[src/design/cbs_defs.vh]
// timing and step constants for the converter bring-up sequencer
`ifndef CBS_DEFS_VH
`define CBS_DEFS_VH
`define CBS_CLK_MHZ          125
`define CBS_T_PWR_US         1000
`define CBS_T_RST_NS         1000
`define CBS_T_SEN_NS         100
`define CBS_T_EST_US         50000
`define CBS_PWR_CYC          ((`CBS_T_PWR_US * `CBS_CLK_MHZ))
`define CBS_RST_CYC          ((`CBS_T_RST_NS * `CBS_CLK_MHZ + 999) / 1000)
`define CBS_SEN_CYC          ((`CBS_T_SEN_NS * `CBS_CLK_MHZ + 999) / 1000)
`define CBS_EST_CYC          ((`CBS_T_EST_US * `CBS_CLK_MHZ))
`define CBS_SET_TRIM         3'h0
`define CBS_SET_IL_A         3'h1
`define CBS_SET_IL_B         3'h2
`define CBS_SET_NL_A         3'h3
`define CBS_SET_NL_B         3'h4
`define CBS_SET_LINK         3'h5
`define CBS_PROF_NONE        2'h0
`define CBS_PROF_ONE         2'h1
`define CBS_PROF_TWO         2'h2
`define CBS_PROF_THREE       2'h3
`endif

[src/design/cbs_sequencer.v]
// host bring-up sequencer for a dual-channel rf-sampling converter
`timescale 1ns/1ps
`default_nettype none
`include "cbs_defs.vh"
// Summary of operation
// RQ1 - the reference is driven before the reset pulse is issued.
// RQ2 - reset is one low-high-low pulse on the reset outputs.
// RQ3 - at least 1 ms passes from power good to the reset pulse.
// RQ4 - the reset pulse stays high for at least 1 us.
// RQ5 - at least 100 ns passes from reset fall to the first serial enable.
// RQ6 - the trim set is written first after every power-up.
// RQ7 - interleave sets follow, channel a then channel b.
// RQ8 - a 50 ms estimation wait follows the interleave sets.
// RQ9 - nonlinearity sets follow, channel a then channel b.
// RQ10 - the link and down-converter set is written last.
// RQ11 - two select bits map 00,01,10 to profiles one to three, 11 none.
// RQ12 - each select bit sits on a pin chosen by a 2-bit field.
// RQ13 - a pin with direction 0 is an input to the oscillator select.
// RQ14 - each step's writes finish before the next; power loss restarts.
module cbs_sequencer #(
  parameter PWR_CYC = `CBS_PWR_CYC,
  parameter EST_CYC = `CBS_EST_CYC
) (
  input  wire       sys_clk,
  input  wire       reset_n,
  input  wire       power_good,
  input  wire       start,
  output wire       ref_enable,
  output wire       conv_reset,
  output wire       set_req,
  output wire [2:0] set_id,
  input  wire       set_done,
  output wire       serial_enable_ok,
  output wire       busy,
  output wire       ready,
  input  wire [1:0] profile,
  input  wire [1:0] nco_select_high_map,
  input  wire [1:0] nco_select_bit_zero_map,
  input  wire [3:0] pin_dir,
  output wire [3:0] gpio_out,
  output wire [3:0] gpio_oe_n
);
  // ***********************************
  // states
  // ***********************************
  localparam [7:0] S_IDLE = 8'h01;
  localparam [7:0] S_PWR  = 8'h02;
  localparam [7:0] S_RST  = 8'h04;
  localparam [7:0] S_SEN  = 8'h08;
  localparam [7:0] S_WR   = 8'h10;
  localparam [7:0] S_WAIT = 8'h20;
  localparam [7:0] S_EST  = 8'h40;
  localparam [7:0] S_DONE = 8'h80;
  localparam [31:0] RST_CYC = `CBS_RST_CYC;
  localparam [31:0] SEN_CYC = `CBS_SEN_CYC;
  localparam [31:0] PWR_C   = PWR_CYC;
  localparam [31:0] EST_C   = EST_CYC;

  // power good and set done cross in through two flops; start and the select inputs are used directly
  reg [1:0] pg_sync_q;
  reg [1:0] dn_sync_q;
  wire      pg = pg_sync_q[1];
  wire      dn = dn_sync_q[1];
  always @(posedge sys_clk) begin
    if (!reset_n) begin
      pg_sync_q <= 2'b00;
      dn_sync_q <= 2'b00;
    end else begin
      pg_sync_q <= {pg_sync_q[0], power_good};
      dn_sync_q <= {dn_sync_q[0], set_done};
    end
  end

  reg [7:0]  state_q;
  reg [31:0] cnt_q;
  reg [2:0]  set_q;
  reg        sen_ok_q;
  reg        ref_en_q;
  reg        conv_rst_q;
  reg        set_req_q;
  reg [2:0]  set_id_q;
  reg        busy_q;
  reg        ready_q;
  reg [31:0] cnt_end;
  wire       cnt_hit = (cnt_q >= cnt_end);

  // ***********************************
  // registered outputs
  // ***********************************
  assign serial_enable_ok = sen_ok_q;
  assign ref_enable       = ref_en_q;
  assign conv_reset       = conv_rst_q;
  assign set_req          = set_req_q;
  assign set_id           = set_id_q;
  assign busy             = busy_q;
  assign ready            = ready_q;

  // ***********************************
  // terminal count of each timed state
  // ***********************************
  // one compare for all waits; every figure is a floor, so round up
  always @* begin
    case (state_q)
      S_PWR:   cnt_end = PWR_C - 32'h0000_0001; // [RQ3]
      S_RST:   cnt_end = RST_CYC - 32'h0000_0001; // [RQ4]
      S_SEN:   cnt_end = SEN_CYC - 32'h0000_0001; // [RQ5]
      S_EST:   cnt_end = EST_C - 32'h0000_0001; // [RQ8]
      default: cnt_end = 32'h0000_0000;
    endcase
  end

  // ***********************************
  // sequence
  // ***********************************
  always @(posedge sys_clk) begin
    if (!reset_n) begin
      state_q    <= S_IDLE;
      cnt_q      <= 32'h0000_0000;
      set_q      <= `CBS_SET_TRIM;
      sen_ok_q   <= 1'b0;
      ref_en_q   <= 1'b0;
      conv_rst_q <= 1'b0;
      set_req_q  <= 1'b0;
      set_id_q   <= `CBS_SET_TRIM;
      busy_q     <= 1'b0;
      ready_q    <= 1'b0;
    end else if (!pg && state_q != S_IDLE) begin
      // supply lost: drop everything, back to idle to wait for a new start [RQ14]
      state_q    <= S_IDLE;
      cnt_q      <= 32'h0000_0000;
      set_q      <= `CBS_SET_TRIM;
      sen_ok_q   <= 1'b0;
      ref_en_q   <= 1'b0;
      conv_rst_q <= 1'b0;
      set_req_q  <= 1'b0;
      set_id_q   <= `CBS_SET_TRIM;
      busy_q     <= 1'b0;
      ready_q    <= 1'b0;
    end else begin
      case (state_q)
        S_IDLE: begin
          if (pg && start) begin
            state_q  <= S_PWR;
            cnt_q    <= 32'h0000_0000;
            busy_q   <= 1'b1;
            ref_en_q <= 1'b1; // [RQ1]
          end
        end
        S_PWR: begin
          // pg is counted from here, a little longer than needed
          cnt_q <= cnt_q + 32'h0000_0001;
          if (cnt_hit) begin // [RQ3]
            state_q    <= S_RST;
            cnt_q      <= 32'h0000_0000;
            conv_rst_q <= 1'b1; // [RQ2]
          end
        end
        S_RST: begin
          cnt_q <= cnt_q + 32'h0000_0001;
          if (cnt_hit) begin // [RQ4]
            state_q    <= S_SEN;
            cnt_q      <= 32'h0000_0000;
            conv_rst_q <= 1'b0; // [RQ2]
          end
        end
        S_SEN: begin
          cnt_q <= cnt_q + 32'h0000_0001;
          if (cnt_hit) begin // [RQ5]
            state_q  <= S_WR;
            cnt_q    <= 32'h0000_0000;
            sen_ok_q <= 1'b1;
            set_q    <= `CBS_SET_TRIM; // [RQ6]
          end
        end
        S_WR: begin
          // four-phase: the writer must drop done before a new request
          if (!dn) begin
            set_req_q <= 1'b1;
            set_id_q  <= set_q;
            state_q   <= S_WAIT;
          end
        end
        S_WAIT: begin
          // hold the request until the writer reports the whole set [RQ14]
          if (dn) begin
            set_req_q <= 1'b0;
            cnt_q     <= 32'h0000_0000;
            if (set_q == `CBS_SET_IL_B) begin
              state_q <= S_EST; // [RQ8]
            end else if (set_q == `CBS_SET_LINK) begin
              state_q <= S_DONE; // [RQ10]
            end else begin
              state_q <= S_WR;
            end
            set_q <= set_q + 3'h1; // [RQ7] [RQ9]
          end
        end
        S_EST: begin
          cnt_q <= cnt_q + 32'h0000_0001;
          if (cnt_hit) begin // [RQ8]
            state_q <= S_WR;
            cnt_q   <= 32'h0000_0000;
          end
        end
        S_DONE: begin
          busy_q  <= 1'b0;
          ready_q <= 1'b1;
        end
        default: begin
          state_q <= S_IDLE;
        end
      endcase
    end
  end

  // ***********************************
  // oscillator select pins
  // ***********************************
  cbs_osc_select cbs_osc_select_inst (
    .sys_clk                 (sys_clk),
    .reset_n                 (reset_n),
    .profile                 (profile),
    .nco_select_high_map     (nco_select_high_map),
    .nco_select_bit_zero_map (nco_select_bit_zero_map),
    .pin_dir                 (pin_dir),
    .gpio_out                (gpio_out),
    .gpio_oe_n               (gpio_oe_n)
  );
endmodule
`default_nettype wire

[src/design/cbs_osc_select.v]
// oscillator profile select drive for the converter general pins
`timescale 1ns/1ps
`default_nettype none
`include "cbs_defs.vh"
module cbs_osc_select (
  input  wire       sys_clk,
  input  wire       reset_n,
  input  wire [1:0] profile,
  input  wire [1:0] nco_select_high_map,
  input  wire [1:0] nco_select_bit_zero_map,
  input  wire [3:0] pin_dir,
  output reg  [3:0] gpio_out,
  output reg  [3:0] gpio_oe_n
);
  // ***********************************
  // profile code to select bits
  // ***********************************
  reg [1:0] sel_bits;
  always @* begin
    case (profile)
      `CBS_PROF_ONE:   sel_bits = 2'b00; // [RQ11]
      `CBS_PROF_TWO:   sel_bits = 2'b01; // [RQ11]
      `CBS_PROF_THREE: sel_bits = 2'b10; // [RQ11]
      default:         sel_bits = 2'b11; // [RQ11]
    endcase
  end
  // field code to pin index: 00 pin4, 01 pin1, 10 pin3, 11 pin2
  function [1:0] pin_idx;
    input [1:0] code;
    begin
      case (code)
        2'b00:   pin_idx = 2'd3;
        2'b01:   pin_idx = 2'd0;
        2'b10:   pin_idx = 2'd2;
        default: pin_idx = 2'd1;
      endcase
    end
  endfunction
  // ***********************************
  // pin drive
  // ***********************************
  genvar i;
  generate
    for (i = 0; i < 4; i = i + 1) begin : g_pin
      always @(posedge sys_clk) begin
        if (!reset_n) begin
          gpio_out[i]  <= 1'b0;
          gpio_oe_n[i] <= 1'b1;
        end else begin
          // only drive pins the converter treats as inputs [RQ13]
          gpio_oe_n[i] <= pin_dir[i];
          if (pin_idx(nco_select_high_map) == i) begin // [RQ12]
            gpio_out[i] <= sel_bits[1];
          end else if (pin_idx(nco_select_bit_zero_map) == i) begin
            gpio_out[i] <= sel_bits[0]; // [RQ12]
          end else begin
            gpio_out[i] <= 1'b0;
          end
        end
      end
    end
  endgenerate
endmodule
`default_nettype wire

[config.mk]
export PLATFORM = sky130hd
export DESIGN_NAME = cbs_sequencer
export DESIGN_NICKNAME = d
export VERILOG_FILES = /design/src/design/cbs_sequencer.v /design/src/design/cbs_osc_select.v
export VERILOG_INCLUDE_DIRS = /design/src /design/src/design
export SDC_FILE = /design/constraint.sdc
export NUM_CORES = 1
export LEC_CHECK = 0
export ABC_AREA = 0
export CORE_MARGIN = 5
export CORE_UTILIZATION = 45
export CTS_BUF_LIST = sky130_fd_sc_hd__clkbuf_2 sky130_fd_sc_hd__clkbuf_4 sky130_fd_sc_hd__clkbuf_8
export CTS_CLUSTER_SIZE = 12
export DETAILED_ROUTE_END_ITERATION = 7
export DONT_BUFFER_PORTS = 1
export SETUP_SLACK_MARGIN = 0.05
export SLEW_MARGIN = 15
export SYNTH_ARGS = -nofsm -noshare
export SYNTH_HDL_FRONTEND = slang
export SYNTH_SLANG_ARGS = --single-unit
[constraint.sdc]
create_clock -name sys_clk -period 3.7 [get_ports sys_clk]
set_input_delay 0.185 -clock sys_clk [delete_from_list [all_inputs] [get_ports sys_clk]]
set_output_delay 0.185 -clock sys_clk [all_outputs]
set_load 0.05 [all_outputs]
==> impl_metrics.toml <==
[status]
status = "complete, no violations"

[placed_design]
hpwl_um = 5260
placedCellCount = 491
dpl_cell_area_um2 = 3610
gp_congestion = 0.866
portBuffers = 0
place_ws_ns = 0.159

[clock_network]
cts_max_level = 3
cts_sinks = 64
clk_pin_slew_ns = 0.08
insertion_delay_ns = 0.34
cts_tree = "yes"
clk_path_buf_depth = 2
numCtsBuffers = 9
clock-root-buffer = "clkbuf_8"

[power_and_ir_drop]
powerDensity_nw_per_um2 = 370
p_leak_nw = 1.38
ir_worst_vdd_mv = 0.174

[yosys]
synth_nets = 432
synth_edf_count = 0
ys_types = 65
synthTopCellsByArea = "dfxtp_1, ha_1, nor2_1, xnor2_1, a21oi_1"
yosysTopAreaCell = "dfxtp_1"
synth.avg_cell_area_um2 = 8.98
ys.flop_type = "dfxtp_1"
synth_warnings = 0
synthTopCellsByCount = "dfxtp_1, nor2_1, ha_1"
synth_most_common_cell = "dfxtp_1"
syn_area_um2 = 3510
synth_top_area_share_pct = 36.5
synth-seq-cells = 64
seq_area_frac_synth_pct = 36.5
async_flop_share_pct = 0
synthCells = 391

[final_layout]
area.sequential_um2 = 1280
final_cells = 519
nFillCells = 717
nets = 453
areaGrowthSynthToFinish_pct = 13.0
diodes = 0
fin_util_pct = 51.9
multi_input_area_um2 = 2090
final_area_um2 = 3970
drive_gt1_share_pct = 15.1

[critical_path]
critPathTopFamily = "simple AND/OR/NAND/NOR gates"
worst_path_max_delay_cell = "or4_4"
cp_max_fo = 6
cp_data_arrival_time_ns = 3.69
path_buf_inv = 0
reg2reg_from = "state_q[4]"
critPathKind = "reg2reg"
reg2reg_slack_ns = 0.20
worstPathCellList = "or4_4, nor3_4, nand3b_1, and2_4, ha_1, nand4_1, nor3_2, a41o_1, o41a_1, o31ai_4, or4b_1, o2111ai_1"
startpoint_type = "flip-flop"
reg2reg_to = "state_q[0]"
crit_path_end_kind = "flip-flop"
cp_slowest_stage_delay_ns = 0.59
cp.required_ns = 3.89
r2r_cells = 12

[flow_run]
maxCapViolations = 0

[global_route]
grt_pass1_wl_um = 12600
grt_antenna_before_repair = 0
grt_max_degree = 20
grt.total_usage_pct = 16.0
grt_pass1_vias = 2518
grt_overflow = 0

[sta]
finalHoldViolCount = 0
layout_min_cycle_time_ns = 3.50
maxSlewViolCount = 0
rsz0062_at_grt = "no"
fmax_ghz = 0.286
fin_crit_sh_pct = 94.5
final.setup.tns_ns = 0
setup_violations = 0
fin_skew_ns = 0.00561
relSlewSlack_pct = 64.8
tightestPinTransition_ns = 0.527
setup_slack_ns = 0.203

[route]
wirelength_um = 7640
antenna_left = 0
wl_met2_um = 3440
first_iter_violations = 84
dr.pass1.iters = 4
vias_per_cell = 5.34
dr_wl_met3_um = 274
top_layer = "met4"
drc = 0
vias = 2770
wl_per_cell_um = 14.7
wl_met1_um = 3830

[die]
io_pins = 32
die_w_um = 98.3
num_rows = 32
die_h_um = 98.3
dieArea_um2 = 9670
coreArea_um2 = 7650
initial_utilization_pct = 45.9

[hold_path]
hold_class = "in2reg"
hold_path_end = "busy"
hold_start = "start"
whs_path_depth = 2
[logic make-up after synthesis]
family | count (synthesis) | synth area share [%]
fa+ha+maj | 26 | 9.26
compound gates | 66 | 14.5
mux | 4 | 1.14
simple gates | 177 | 28.1
flops | 64 | 36.5
buf+inv | 30 | 4.52
xor+xnor | 24 | 5.98
[cell usage in the layout (no fill, tap or decap), types with 5 or more instances in the layout]
cell type,Yosys,final
xnor2_1,23,23
a21oi_1,17,17
nand3_1,12,12
nand2b_1,6,6
dfxtp_1,64,61
nand2_1,21,21
dlygate4sd3_1,0,8
nor3_2,4,5
nor2_1,61,61
ha_1,26,26
nor4_1,6,6
nor3_1,13,11
nand4_1,8,8
clkbuf_8,0,9
buf_4,0,10
and2_1,10,9
inv_1,20,20
o21ai_0,10,10
[how the worst max path moves through the flow]
| stage | startpoint | endpoint | slack (ns) | depth (start not counted) |
|---|---|---|---|---|
| 6_report | state_q[4] | state_q[0] | 0.20 | 12 |
| 5_1_grt | state_q[1] | state_q[1] | 0.06 | 14 |
| 4_1_cts | state_q[4] | state_q[0] | 0.13 | 12 |
| 3_5_place_dp | state_q[4] | state_q[0] | 0.16 | 12 |
| 3_3_place_gp | state_q[4] | set_q[0] | 0.29 | 12 |
| 2_1_floorplan | state_q[4] | state_q[0] | 0.25 | 12 |
[power breakdown]
group	internal (mW)	leakage (nW)	switching (mW)
Sequential	0.697	0.519	0.0248
Combinational	0.0304	0.753	0.0434
Clock	0.380	0.110	0.293
[state kept, by name, indices dropped and copies added, names as in the netlist]
register	flops
busy	1
cbs_osc_select_inst.gpio_oe_n	4
cbs_osc_select_inst.gpio_out	4
cnt_q	32
conv_reset	1
dn_sync_q	2
pg_sync_q	2
ready	1
ref_enable	1
serial_enable_ok	1
set_id	3
set_q	3
set_req	1
state_q	8
[metrics by stage]
step / hold WS [ns] / power [mW]
3_5_place_dp: 0.264 / 0.800
5_1_grt: 0.0507 / 1.52
4_1_cts: 0.0399 / 1.49
2_1_floorplan: 0.258 / 0.789
3_3_place_gp: 0.259 / 0.799
6_report: 0.0555 / 1.47
[routing by layer]
metal | up-vias | track usage (%)
met5 | - | 0
met4 | 0 | 4.52
met3 | 8 | 5.07
met2 | 37 | 23.4
met1 | 1290 | 22.6
li1 | 1435 | -
[final cells by class]
class / count / area share [%]
well taps: 102 / 3.22
clock inverters: 7 / 2.40
inverters: 21 / 1.99
repair buffers: 19 / 4.19
clock buffers: 9 / 3.12
flip-flops and latches: 64 / 32.4
multi-input cells: 297 / 52.7
[timing repair]
| action | 4_1_cts | 5_1_grt |
|---|---|---|
| gates resized for setup | 0 | 9 |
| endpoints found under the setup margin | 0 | 36 |
| hold buffers | 8 | 0 |
| setup buffers | 0 | 4 |
| endpoints found under the hold margin | 16 | 0 |
Note: power is estimated with default switching activity, not from simulation.
